**src/include/drl_pkg.sv**
```systemverilog
// constants and types for the data input reference level control block
package drl_pkg;

    // ------------------------------------------------------------------
    // command word layout (reference trim mode register image)
    // ------------------------------------------------------------------
    localparam int unsigned MR_WIDTH       = 8;
    localparam int unsigned LEVEL_LSB      = 0;
    localparam int unsigned LEVEL_WIDTH    = 6;
    localparam int unsigned RANGE_BIT      = 6;
    localparam int unsigned TRAIN_BIT      = 7;

    // ------------------------------------------------------------------
    // reset values and code limits
    // ------------------------------------------------------------------
    localparam logic [5:0]  LEVEL_RESET    = 6'h00;
    localparam logic        RANGE_RESET    = 1'b0;
    localparam logic        TRAIN_RESET    = 1'b0;
    localparam logic [5:0]  LEVEL_MAX_CODE = 6'h32;

    // ------------------------------------------------------------------
    // level arithmetic, hundredths of a percent of the output supply
    // ------------------------------------------------------------------
    localparam int unsigned PCT_WIDTH      = 14;
    localparam logic [13:0] BASE_UPPER_PCT = 14'h1770; // 60.00 %
    localparam logic [13:0] BASE_LOWER_PCT = 14'h1194; // 45.00 %
    localparam logic [13:0] STEP_PCT       = 14'h0041; // 0.65 %

    // ------------------------------------------------------------------
    // settling time
    // ------------------------------------------------------------------
    localparam int unsigned CLK_PERIOD_PS  = 5000;
    localparam int unsigned SETTLE_NS      = 150;
    // longest time: round down, at least one cycle
    localparam int unsigned SETTLE_CYC_RAW = (SETTLE_NS * 1000) / CLK_PERIOD_PS;
    localparam int unsigned SETTLE_CYC     = (SETTLE_CYC_RAW < 1) ? 1
                                                                  : SETTLE_CYC_RAW;
    localparam int unsigned CNT_WIDTH      = 8;
    localparam logic [7:0]  SETTLE_LAST    = 8'(SETTLE_CYC - 1);

    // ------------------------------------------------------------------
    // settling state machine
    // ------------------------------------------------------------------
    typedef enum logic [1:0] {
        DRL_ST_STABLE   = 2'b01,
        DRL_ST_SETTLING = 2'b10
    } drl_state_e;

endpackage

```
**src/verilog/drl_ref_ctrl.sv**
```systemverilog
// data input reference level control, driven by mode register writes
`timescale 1ns/1ps

// What this block does
// - range bit 0 picks upper range from 60%, 1 picks lower from 45%
// - six bit level field sets the reference level within the range
// - code zero is the range base, each code adds 0.65%, up to 0x32
// - range and level apply whatever the training enable bit says
// - new level settles within 150 ns; controller waits that long
module drl_ref_ctrl (
    input  wire logic        clk_sys,
    input  wire logic        arst_n,
    input  wire logic        mr_wr,
    input  wire logic [7:0]  mr_data,
    output logic             ref_range_q,
    output logic [5:0]       ref_level_q,
    output logic             train_en_q,
    output logic [13:0]      ref_pct_q,
    output logic             ref_settling_q,
    output logic             ref_valid_q,
    output logic             code_reserved_q
);

    // ------------------------------------------------------------------
    // declarations
    // ------------------------------------------------------------------
    drl_pkg::drl_state_e state_q;
    drl_pkg::drl_state_e state_d;
    logic [7:0]          cnt_q;
    logic [13:0]         calc_pct;
    logic                calc_rsvd;

    // ------------------------------------------------------------------
    // mode register image
    // ------------------------------------------------------------------
    // a write takes range, level and training bit together, in the same cycle
    always_ff @(posedge clk_sys or negedge arst_n) begin
        if (!arst_n) begin
            ref_range_q <= drl_pkg::RANGE_RESET;
            ref_level_q <= drl_pkg::LEVEL_RESET;
            train_en_q  <= drl_pkg::TRAIN_RESET;
        end else if (mr_wr) begin
            // applied regardless of the training bit
            ref_range_q <= mr_data[drl_pkg::RANGE_BIT];
            ref_level_q <= mr_data[drl_pkg::LEVEL_LSB +:
                                   drl_pkg::LEVEL_WIDTH];
            train_en_q  <= mr_data[drl_pkg::TRAIN_BIT];
        end
        // no write: fields hold their value
    end

    // ------------------------------------------------------------------
    // level decode
    // ------------------------------------------------------------------
    drl_level_calc u_calc (
        .range_sel     (ref_range_q),
        .level_code    (ref_level_q),
        .level_pct     (calc_pct),
        .code_reserved (calc_rsvd)
    );

    // registered level, one cycle behind the image
    always_ff @(posedge clk_sys or negedge arst_n) begin
        if (!arst_n) begin
            ref_pct_q       <= drl_pkg::BASE_UPPER_PCT;
            code_reserved_q <= 1'b0;
        end else begin
            // reserved codes keep last defined level
            if (!calc_rsvd) begin
                ref_pct_q <= calc_pct;
            end
            code_reserved_q <= calc_rsvd;
        end
    end

    // ------------------------------------------------------------------
    // settling timer
    // ------------------------------------------------------------------
    always_comb begin
        state_d = state_q;
        case (state_q)
            drl_pkg::DRL_ST_STABLE: begin
                if (mr_wr) begin
                    state_d = drl_pkg::DRL_ST_SETTLING;
                end
            end
            drl_pkg::DRL_ST_SETTLING: begin
                if (!mr_wr && cnt_q == drl_pkg::SETTLE_LAST) begin
                    state_d = drl_pkg::DRL_ST_STABLE;
                end
            end
            default: state_d = drl_pkg::DRL_ST_STABLE;
        endcase
    end

    // state register
    always_ff @(posedge clk_sys or negedge arst_n) begin
        if (!arst_n) begin
            state_q <= drl_pkg::DRL_ST_STABLE;
        end else begin
            state_q <= state_d;
        end
    end

    // cycle counter restarts on every write
    always_ff @(posedge clk_sys or negedge arst_n) begin
        if (!arst_n) begin
            cnt_q <= 8'h00;
        end else if (mr_wr) begin
            cnt_q <= 8'h00;
        end else if (state_q == drl_pkg::DRL_ST_SETTLING) begin
            cnt_q <= 8'(cnt_q + 8'h01);
        end
    end

    // status flags registered from the next state
    always_ff @(posedge clk_sys or negedge arst_n) begin
        if (!arst_n) begin
            ref_settling_q <= 1'b0;
            ref_valid_q    <= 1'b1;
        end else begin
            ref_settling_q <= (state_d == drl_pkg::DRL_ST_SETTLING);
            ref_valid_q    <= (state_d == drl_pkg::DRL_ST_STABLE);
        end
    end

endmodule

```
**src/verilog/drl_level_calc.sv**
```systemverilog
// level code to reference percentage converter
`timescale 1ns/1ps

// turns range bit and level code into hundredths of a percent
module drl_level_calc (
    input  wire logic        range_sel,
    input  wire logic [5:0]  level_code,
    output logic      [13:0] level_pct,
    output logic             code_reserved
);

    logic [13:0] base_pct;
    logic [13:0] step_sum;

    // ------------------------------------------------------------------
    // base plus code times step
    // ------------------------------------------------------------------
    always_comb begin
        base_pct = range_sel ? drl_pkg::BASE_LOWER_PCT
                             : drl_pkg::BASE_UPPER_PCT;
        step_sum = 14'(level_code * drl_pkg::STEP_PCT);
        level_pct = 14'(base_pct + step_sum);
        code_reserved = (level_code > drl_pkg::LEVEL_MAX_CODE);
    end

endmodule

```
**config.mk**
```make
export PLATFORM = sky130hd
export DESIGN_NAME = drl_ref_ctrl
export DESIGN_NICKNAME = d
export VERILOG_FILES = /design/src/include/drl_pkg.sv /design/src/verilog/drl_ref_ctrl.sv /design/src/verilog/drl_level_calc.sv
export SDC_FILE = /design/constraint.sdc
export NUM_CORES = 1
export LEC_CHECK = 0
export ABC_CLOCK_PERIOD_IN_PS = 2600
export BUFFER_PORTS_ARGS = -buffer_cell sky130_fd_sc_hd__buf_2
export CAP_MARGIN = 15
export CORE_UTILIZATION = 50
export CTS_CLUSTER_SIZE = 40
export DETAILED_ROUTE_END_ITERATION = 7
export GPL_ROUTABILITY_DRIVEN = 0
export GPL_TIMING_DRIVEN = 0
export PLACE_DENSITY = 0.73
export RECOVER_POWER = 100
export SYNTH_ARGS = -nofsm -noshare
export SYNTH_HDL_FRONTEND = slang
export SYNTH_HIERARCHICAL = 1
export SYNTH_SLANG_ARGS = --single-unit
```
**constraint.sdc**
```tcl
create_clock -name clk_sys -period 2.6 [get_ports clk_sys]
set_input_delay 0.52 -clock clk_sys [delete_from_list [all_inputs] [get_ports clk_sys]]
set_output_delay 0.52 -clock clk_sys [all_outputs]
set_load 0.03 [all_outputs]
```
# --- After elaboration in Yosys (flattened, before gate mapping) ---
# Index checks and enable logic that the tools add are counted.
totals:
  register_bits: 35
  output_inout_bits: 25
classes:
  addsub: 2
  multipliers: 1
  magnitude_cmp: 1
  n_eq_ne: 5
  mux: 6
  reduce_logical: 3
ops:
  columns: ["operator", "n"]
  rows:
  - ["$mux W8", 2]
  - ["$add A14 B13 Y14", 1]
  - ["$mul A6 B7 Y13 const B", 1]
  - ["$mux W11", 1]
  - ["$add A8 B1 Y8 const B", 1]
  - ["$eq A8 B5 Y1 const B", 1]
  - ["$gt A6 B6 Y1 const B", 1]
  - ["$eq A2 B1 Y1 const B", 2]
  - ["$eq A2 B2 Y1 const B", 2]
  - ["$mux W2", 2]
  - ["$pmux W2 S2", 1]
  - ["$reduce_bool A2 Y1", 1]
  - ["$logic_and A1 B1 Y1", 1]
  - ["$logic_not A1 Y1", 1]

# --- Depth between registers and ports, before layout ---
# Gate-level depths: netlist (run 1).
logic_depth:
  ltp_word: 5
  ltp_mapped: 11
  depth_no_buf: 11

# --- By module ---
# Netlist (run 1), hierarchy kept.
by_module_without_submodules:
  columns: ["mod", "n_inst", "cells_each", "area_each_um2", "seq_area_each_um2"]
  rows:
  - ["drl_ref_ctrl", 1, 109, 1470.2, 887.1]
  - ["drl_level_calc", 1, 65, 516.7, 0.0]

# --- Worst setup path before layout (run 1) ---
# No wires, ideal clock.
synth_timing:
  kind: "reg-to-reg"
  startpoint: "register ref_level_q[4]"
  endpoint: "register ref_pct_q[11]"
  setup_ns: 0.065
  arrival_ns: 2.766
  required_time_ns: 2.535
  path_slack_ns: -0.231
  stages_incl_launch_ff: 12
  n_path_buf: 0
  synth_period_minus_slack_ns: 2.831
  path_cell_list: "dfrtp_1 ha_1 ha_1 inv_1 fa_1 inv_1 ha_1 a21oi_2 a21boi_2 or4b_1 o2111ai_1 mux2_2"
synth_between:
  elab_chain_len: 2
synth_lines:
  columns: ["element", "line_no", "rtl"]
  rows:
  - ["from (decl)", "drl_ref_ctrl.sv:16", "output logic [5:0] ref_level_q,"]
  - ["from (signal assigned)", "drl_ref_ctrl.sv:40", "ref_level_q <= drl_pkg::LEVEL_RESET;"]
  - ["from (signal assigned)", "drl_ref_ctrl.sv:45", "ref_level_q <= mr_data[drl_pkg::LEVEL_LSB +:"]
  - ["$mul A6 B7 Y13", "drl_level_calc.sv:21", "step_sum = 14'(level_code * drl_pkg::STEP_PCT);"]
  - ["$add A14 B13 Y14", "drl_level_calc.sv:22", "level_pct = 14'(base_pct + step_sum);"]
  - ["via calc_pct[11]", "drl_ref_ctrl.sv:30", "logic [13:0] calc_pct;"]
  - ["to (signal assigned)", "drl_ref_ctrl.sv:65", "ref_pct_q <= drl_pkg::BASE_UPPER_PCT;"]
  - ["to (signal assigned)", "drl_ref_ctrl.sv:70", "ref_pct_q <= calc_pct;"]
  - ["to (decl)", "drl_ref_ctrl.sv:18", "output logic [13:0] ref_pct_q,"]
# The timed path passes the listed nets, and every way through them passes these cells.
# A chain may end at the register's enable or synchronous reset.

# --- Worst setup path after layout (run 1) ---
# Same ends and word-level chain as after synthesis.

==> flow_summary.yaml, run 1 <==
status:
  status: "finished with violations"
  violations: "capacitance limit, slew limit"
worst_setup_path:
  crit_path_max_incr_delay_ps: 520
  ff2ff_setup_slack_ps: 20
  critical_path.most_common_cell: "sky130_fd_sc_hd__ha_4"
  timing_worst_setup_path_type: "reg2reg"
  crit_path_top_delay_cell: "sky130_fd_sc_hd__or4b_4"
  kind_of_end_point_of_the_critical_path: "flip-flop"
  r2r_worst_path_depth: 11
  cp_top_family: "adder cells"
  critical_path_arrival_ps: 2810
  destination_of_the_worst_register_to_register_timing_path: "ref_pct_q[11]$_DFFE_PN0N_"
  element_type_at_the_critical_path_start: "flip-flop"
  timing.critical_path.required_ps: 2830
  cp-startpoint: "ref_level_q[4]$_DFFE_PN0P_"
  crit_fanout: 4
  critical_path.cell_chain: "ha_4, ha_4, inv_2, fa_1, inv_2, ha_4, a21oi_4, a21boi_2, or4b_4, o2111ai_2, mux2_4"
  path_buf_inv: 2
  r2r_start: "ref_level_q[4]$_DFFE_PN0P_"
sta:
  timing_worst_slew_pin_value_ps: 1770
  holdWs_ps: 468
  hold_viol_final: 0
  finalWorstSetupSlack_ps: 18.1
  relSlewSlack_pct: -17.9
  finalSetupViolations: 0
  timing.final.crit_period_ps: 2580
  worst_clock_skew_ps: 4.76
  timing.final.max_slew_violations: 36
  timing.final.crit_share_pct: 99.3
  clock.fmax_mhz: 387
  grt_setup_unrepaired: "true"
  totalNegativeSetupSlack_ps: 0
power_and_ir_drop:
  static-leakage-power_nw: 1.08
  vdd_ir_drop_max_uv: 522
  power-per-cell-area_nw_per_um2: 905
drt:
  1st_pass_router_iterations: 4
  post_drt_via_cell_ratio: 5.21
  finalWirelength_mm: 3.76
  num_vias: 1408
  drt_first_iter_violations: 35
  detail_route.drc_violations: 0
  antenna_violating_nets_post_route: 0
  wl_per_cell_um: 13.9
global_routing:
  globalRouteTotalUtil_pct: 20.2
  grt_pass1_wl_mm: 6.33
  grt_start_max_net_pins: 36
  first_global_vias: 1428
  global_route.overflow_total: 0
  grt_antenna_before_repair: 0
floorplanning:
  core_area_um2: 3740
  die_width_um: 65.0
  fp.dieArea_um2: 4230
  io_pins: 36
  dieHeight_um: 65.0
  row_count: 22
  effective_utilization_at_floorplan_pct: 53.1
clocking:
  cts_htree_levels: 2
  cts_hold_buf: 0
  tritoncts.num_buffers: 5
  cts-root-buf: "sky130_fd_sc_hd__clkbuf_8"
  cts_sinks: 35
  cts_buffer_depth: 2
  clock_tree_from_tritoncts: "yes"
  worst_setup_hold_path_clk_slew_ps: 60
  insertion_delay_ps: 290
placed_design:
  place.port_buffers: 35
  hpwlAfterDp_mm: 2.91
  dp_worst_setup_slack_ps: -50.9
min_path:
  type_of_the_most_critical_hold_path: "in2reg"
  min_path_cells: 2
  min_from: "mr_data[4]"
  hold_end: "ref_level_q[4]$_DFFE_PN0P_"
synthesis:
  ys_types: 41
  syn_inst: 174
  synth.yosys.warnings: 6
  synthDominantCellAreaShare_pct: 32.7
  synth_top_cell_by_area: "sky130_fd_sc_hd__dfrtp_1"
  synthTopCellsByArea: "sky130_fd_sc_hd__dfrtp_1 (33%), sky130_fd_sc_hd__mux2_2 (12%), sky130_fd_sc_hd__ha_1 (12%)"
  synth_edf_count: 0
  synthesis.area_um2: 1990
  postSynthRegisterBits: 35
  ys_seq_area_share_pct: 44.6
  avgSynthCellArea_um2: 11.4
  synthesis.nets: 206
  async_reset_ff_share_pct: 100
  synth_top_flop_cell: "sky130_fd_sc_hd__dfrtp_1"
cells_and_area:
  layout-drive-gt1-share_pct: 35.6
  antenna-diode-count: 0
  nFillCells: 328
  area_growth_pct: 19.8
  fin_nets: 253
run:
  maximum_capacitance_violations: 1
[through the flow]
stage / util, % / cell area (µm²) / std cells / power (mW)
after CTS: 62.7 / 2350 / 267 / 2.14
final: 63.6 / 2380 / 270 / 2.15
after global placement: 60.1 / 2250 / 257 / 1.71
after global routing: 63.6 / 2380 / 270 / 2.32
after detailed placement: 60.1 / 2250 / 257 / 1.76
after floorplan: - / 2010 / 174 / 1.52
[kinds of logic after synthesis]
| kind of cell | Yosys count | synth area share, % |
|---|---|---|
| AOI/OAI and AO/OA | 28 | 9.45 |
| DFF | 35 | 44.6 |
| xor gates and xnor gates | 10 | 4.41 |
| and+or+nand+nor | 37 | 10.5 |
| adders and majority gates | 21 | 14.0 |
| buffers and inverters | 21 | 4.53 |
| muxes | 22 | 12.5 |
[area by class of cell]
class | instances | area [µm²] | share of cell area [%]
inverter | 15 | 56.3 | 2.37
timing repair buffer | 40 | 190 | 7.99
multi-input combinational | 118 | 1070 | 44.9
clock inverter | 3 | 15.0 | 0.631
buffer | 6 | 31.3 | 1.31
sequential | 35 | 890 | 37.4
tap | 48 | 60.1 | 2.52
clock buffer | 5 | 68.8 | 2.89
[worst max path at each step]
stage                     cells past startpoint                   endpoint  slack [ps]
after global routing                         11  ref_pct_q[11]$_DFFE_PN0N_         -50
after CTS                                    11  ref_pct_q[11]$_DFFE_PN0N_           2
after global placement                       11  ref_pct_q[11]$_DFFE_PN0N_          -4
final                                        11  ref_pct_q[11]$_DFFE_PN0N_          20
after detailed placement                     11  ref_pct_q[11]$_DFFE_PN0N_         -50
after floorplan                              11  ref_pct_q[11]$_DFFE_PN0N_           9
[registers in the layout (all words and copies together), names as in the netlist]
register         count
ref_settling_q       1
code_reserved_q      1
state_q              2
ref_pct_q           14
ref_valid_q          1
ref_level_q          6
ref_range_q          1
train_en_q           1
cnt_q                8
[cell usage after synthesis (2+ instances only)]
library cell / count
sky130_fd_sc_hd__inv_1: 15
sky130_fd_sc_hd__a21oi_1: 6
sky130_fd_sc_hd__nand2_1: 9
sky130_fd_sc_hd__mux2_2: 22
sky130_fd_sc_hd__buf_2: 3
sky130_fd_sc_hd__dfrtp_1: 26
sky130_fd_sc_hd__xnor2_1: 4
sky130_fd_sc_hd__dfstp_2: 9
sky130_fd_sc_hd__fa_1: 2
sky130_fd_sc_hd__a31oi_1: 3
sky130_fd_sc_hd__ha_1: 19
sky130_fd_sc_hd__a211oi_1: 2
sky130_fd_sc_hd__xor2_1: 6
sky130_fd_sc_hd__nor2b_1: 2
sky130_fd_sc_hd__a21o_1: 2
sky130_fd_sc_hd__or3_2: 2
sky130_fd_sc_hd__nand3_1: 2
sky130_fd_sc_hd__nor2_1: 7
sky130_fd_sc_hd__nand4_1: 5
sky130_fd_sc_hd__buf_4: 2
sky130_fd_sc_hd__o21ai_0: 6
[report_power, final]
part           switching [mW]  internal (mW)  total, mW
sequential             0.0797          0.725      0.805
clock                   0.189          0.183      0.372
combinational           0.585          0.392      0.977
total                   0.854           1.30       2.15
[routing by layer]
layer / global-route usage [%] / vias up / part of all wire, %
met5: 0 / - / 0
met4: 7.34 / 0 / 1.5
met3: 5.46 / 6 / 3.5
met2: 37.0 / 19 / 54
met1: 22.0 / 677 / 41
li1: - / 706 / -
[timing repair]
item                       4_1_cts  5_1_grt
pin swaps                        0        6
setup endpoints to repair        1        1
resized for setup                1        7
setup buffers                    2        3
cloned                           0        0
[worst reg2reg max path, delay by kind of cell, from the launching register on]
kind	cells	cell delay (ps)
buf+inv	2	130
mux	1	170
compound gates	3	330
fa+ha+maj	4	950
flops	1	430
simple gates	1	520
[placed cells by master (no fill, tap or decap), types with 2 or more instances in the layout]
cell type                  instances
sky130_fd_sc_hd__clkinv_2          3
sky130_fd_sc_hd__buf_4             7
sky130_fd_sc_hd__a31oi_1           3
sky130_fd_sc_hd__xor2_1            6
sky130_fd_sc_hd__a211oi_1          2
sky130_fd_sc_hd__dfrtp_2           2
sky130_fd_sc_hd__mux2_2           21
sky130_fd_sc_hd__a21oi_1           6
sky130_fd_sc_hd__inv_2             2
sky130_fd_sc_hd__o21ai_0           6
sky130_fd_sc_hd__or3_2             2
sky130_fd_sc_hd__clkbuf_8          5
sky130_fd_sc_hd__nand2_1           9
sky130_fd_sc_hd__ha_4              3
sky130_fd_sc_hd__nand4_1           5
sky130_fd_sc_hd__nand3_1           2
sky130_fd_sc_hd__clkbuf_1         21
sky130_fd_sc_hd__nor2_1            7
sky130_fd_sc_hd__xnor2_1           4
sky130_fd_sc_hd__dfstp_2           9
sky130_fd_sc_hd__fa_1              2
sky130_fd_sc_hd__inv_1            13
sky130_fd_sc_hd__a21o_1            2
sky130_fd_sc_hd__dfrtp_1          24
sky130_fd_sc_hd__nor2b_1           2
sky130_fd_sc_hd__buf_2            18
sky130_fd_sc_hd__ha_1             16
(Power assumes the default switching activity.)
==> run 2, diff against run 1 <==
--- a/config.mk
+++ b/config.mk
@@ -14,7 +14,7 @@
 export GPL_ROUTABILITY_DRIVEN = 0
 export GPL_TIMING_DRIVEN = 0
 export PLACE_DENSITY = 0.73
-export RECOVER_POWER = 100
+export RECOVER_POWER = 50
 export SYNTH_ARGS = -nofsm -noshare
 export SYNTH_HDL_FRONTEND = slang
 export SYNTH_HIERARCHICAL = 1
==> flow_summary.yaml, run 2 (same netlist as run 1, synthesis figures left out) <==
status:
  status: "finished with violations"
  violations: "capacitance limit, slew limit"
power_and_ir_drop:
  power.switching_mw: 0.852
  total_power_mw: 2.17
  power-per-cell-area_nw_per_um2: 904
  clkPwrFrac_pct: 17.2
  static-leakage-power_nw: 1.12
  p_seq_share_pct: 37.1
  p_sw_share_pct: 39.3
  vdd_ir_drop_max_uv: 522
  pwr-share-comb_pct: 45.7
  internal_power_mw: 1.31
global_routing:
  grt_start_max_net_pins: 36
  first_global_vias: 1428
  grt_antenna_before_repair: 0
  grt_pass1_wl_mm: 6.33
  global_route.overflow_total: 0
  globalRouteTotalUtil_pct: 20.2
worst_setup_path:
  crit_path_max_incr_delay_ps: 520
  ff2ff_setup_slack_ps: 20
  path_buf_inv: 2
  timing.critical_path.required_ps: 2830
  kind_of_end_point_of_the_critical_path: "flip-flop"
  r2r_worst_path_depth: 11
  critical_path.cell_chain: "ha_4, ha_4, inv_2, fa_1, inv_2, ha_4, a21oi_4, a21boi_2, or4b_4, o2111ai_2, mux2_4"
  cp_top_family: "adder cells"
  timing_worst_setup_path_type: "reg2reg"
  critical_path_arrival_ps: 2810
  crit_path_top_delay_cell: "sky130_fd_sc_hd__or4b_4"
  element_type_at_the_critical_path_start: "flip-flop"
  r2r_start: "ref_level_q[4]$_DFFE_PN0P_"
  critical_path.most_common_cell: "sky130_fd_sc_hd__ha_4"
  crit_fanout: 4
  destination_of_the_worst_register_to_register_timing_path: "ref_pct_q[11]$_DFFE_PN0N_"
drt:
  drt_first_iter_violations: 39
  1st_pass_router_iterations: 4
  detail_route.drc_violations: 0
  num_vias: 1406
  antenna_violating_nets_post_route: 0
  finalWirelength_mm: 3.75
  post_drt_via_cell_ratio: 5.21
  wl_per_cell_um: 13.9
floorplanning:
  io_pins: 36
  die_width_um: 65.0
  row_count: 22
  fp.dieArea_um2: 4230
  dieHeight_um: 65.0
  effective_utilization_at_floorplan_pct: 53.1
  core_area_um2: 3740
clocking:
  cts_buffer_depth: 2
  insertion_delay_ps: 290
  cts_sinks: 35
  cts_hold_buf: 0
  tritoncts.num_buffers: 5
  cts_htree_levels: 2
  clock_tree_from_tritoncts: "yes"
  worst_setup_hold_path_clk_slew_ps: 60
  cts-root-buf: "sky130_fd_sc_hd__clkbuf_8"
placed_design:
  hpwlAfterDp_mm: 2.91
  place.port_buffers: 35
cells_and_area:
  final_core_utilization_pct: 64.0
  ff_latch_area_um2: 890
  layout-drive-gt1-share_pct: 41.0
  area_of_combinational_cells_with_multiple_inputs_um2: 1070
  fin_nets: 253
  antenna-diode-count: 0
  nFillCells: 321
  area_growth_pct: 20.5
  reg_top3: "ref_pct_q (14), cnt_q (8), ref_level_q (6)"
  largest_register_ff_count: 14
  layout_commonest_cell: "sky130_fd_sc_hd__buf_2"
  most-common-layout-cells: "sky130_fd_sc_hd__buf_2 (30), sky130_fd_sc_hd__dfrtp_1 (24), sky130_fd_sc_hd__mux2_2 (21), sky130_fd_sc_hd__ha_1 (16), sky130_fd_sc_hd__inv_1 (13)"
  largest-register: "ref_pct_q"
min_path:
  min_from: "mr_data[4]"
  type_of_the_most_critical_hold_path: "in2reg"
  hold_end: "ref_level_q[4]$_DFFE_PN0P_"
  min_path_cells: 2
sta:
  clock.fmax_mhz: 387
  grt_setup_unrepaired: "true"
  holdWs_ps: 468
  hold_viol_final: 0
  timing_worst_slew_pin_value_ps: 1770
  timing.final.crit_share_pct: 99.3
  relSlewSlack_pct: -17.8
  timing.final.crit_period_ps: 2580
  totalNegativeSetupSlack_ps: 0
  worst_clock_skew_ps: 4.75
  finalSetupViolations: 0
  timing.final.max_slew_violations: 36
run:
  maximum_capacitance_violations: 1
## run 2: cell count changes in the layout (fill, tap and decap cells not counted)
cell                       before  now
sky130_fd_sc_hd__clkbuf_1      21    9
sky130_fd_sc_hd__buf_2         18   30
## run 2: through the flow
step	setup slack, ps	area [µm²]	cells
finish	18.1	2390	270
global route	-53.8	2390	270
CTS	1.87	2350	267
detailed placement	-50.9	2250	257
global placement	-4.28	2250	257
floorplan	9.39	2010	174
## run 2: final cells by class
class,count,area share (%)
buffer,6,1.31
clock inverter,3,0.627
sequential,35,37.1
clock buffer,5,2.87
multi-input combinational,118,44.6
inverter,15,2.35
timing repair buffer,40,8.57
tap,48,2.51
## run 2: worst max path at each step
stage                                      to  depth (start not counted)                  startpoint
floorplan           ref_pct_q[11]$_DFFE_PN0N_                         11  ref_level_q[4]$_DFFE_PN0P_
global placement    ref_pct_q[11]$_DFFE_PN0N_                         11  ref_level_q[4]$_DFFE_PN0P_
detailed placement  ref_pct_q[11]$_DFFE_PN0N_                         11  ref_level_q[4]$_DFFE_PN0P_
CTS                 ref_pct_q[11]$_DFFE_PN0N_                         11  ref_level_q[5]$_DFFE_PN0P_
global route        ref_pct_q[11]$_DFFE_PN0N_                         11  ref_level_q[4]$_DFFE_PN0P_
finish              ref_pct_q[11]$_DFFE_PN0N_                         11  ref_level_q[4]$_DFFE_PN0P_
## run 2: timing repair
action,in CTS,in global routing
endpoints found under the setup margin,1,1
pin swaps,0,6
buffers inserted,2,3
cloned,0,0
gates resized for setup,1,7
## run 2: worst register-to-register path, stage by stage, from the launching register on
cell                        delay (ps)
sky130_fd_sc_hd__dfrtp_2           430
sky130_fd_sc_hd__ha_4              170
sky130_fd_sc_hd__ha_4              150
sky130_fd_sc_hd__inv_2              50
sky130_fd_sc_hd__fa_1              420
sky130_fd_sc_hd__inv_2              80
sky130_fd_sc_hd__ha_4              210
sky130_fd_sc_hd__a21oi_4           150
sky130_fd_sc_hd__a21boi_2           90
sky130_fd_sc_hd__or4b_4            520
sky130_fd_sc_hd__o2111ai_2          90
sky130_fd_sc_hd__mux2_4            170
## run 2: per-layer routing
| metal | track usage [%] | wire [µm] | part of all wire, % | vias up |
|---|---|---|---|---|
| li1 | - | - | - | 707 |
| met1 | 22.0 | 1530 | 41 | 674 |
| met2 | 37.0 | 2030 | 54 | 19 |
| met3 | 5.46 | 131 | 3.5 | 6 |
| met4 | 7.34 | 58 | 1.5 | 0 |
| met5 | 0 | 0 | 0 | - |
## run 2: power groups by stage
| stage | Combinational, mW | Sequential (mW) | Clock, mW |
|---|---|---|---|
| 2_1_floorplan | 0.484 | 1.04 | 0 |
| 3_3_place_gp | 0.905 | 0.807 | 0 |
| 3_5_place_dp | 0.943 | 0.816 | 0 |
| 4_1_cts | 0.956 | 0.803 | 0.384 |
| 5_1_grt | 1.08 | 0.824 | 0.419 |
| 6_report | 0.989 | 0.803 | 0.373 |
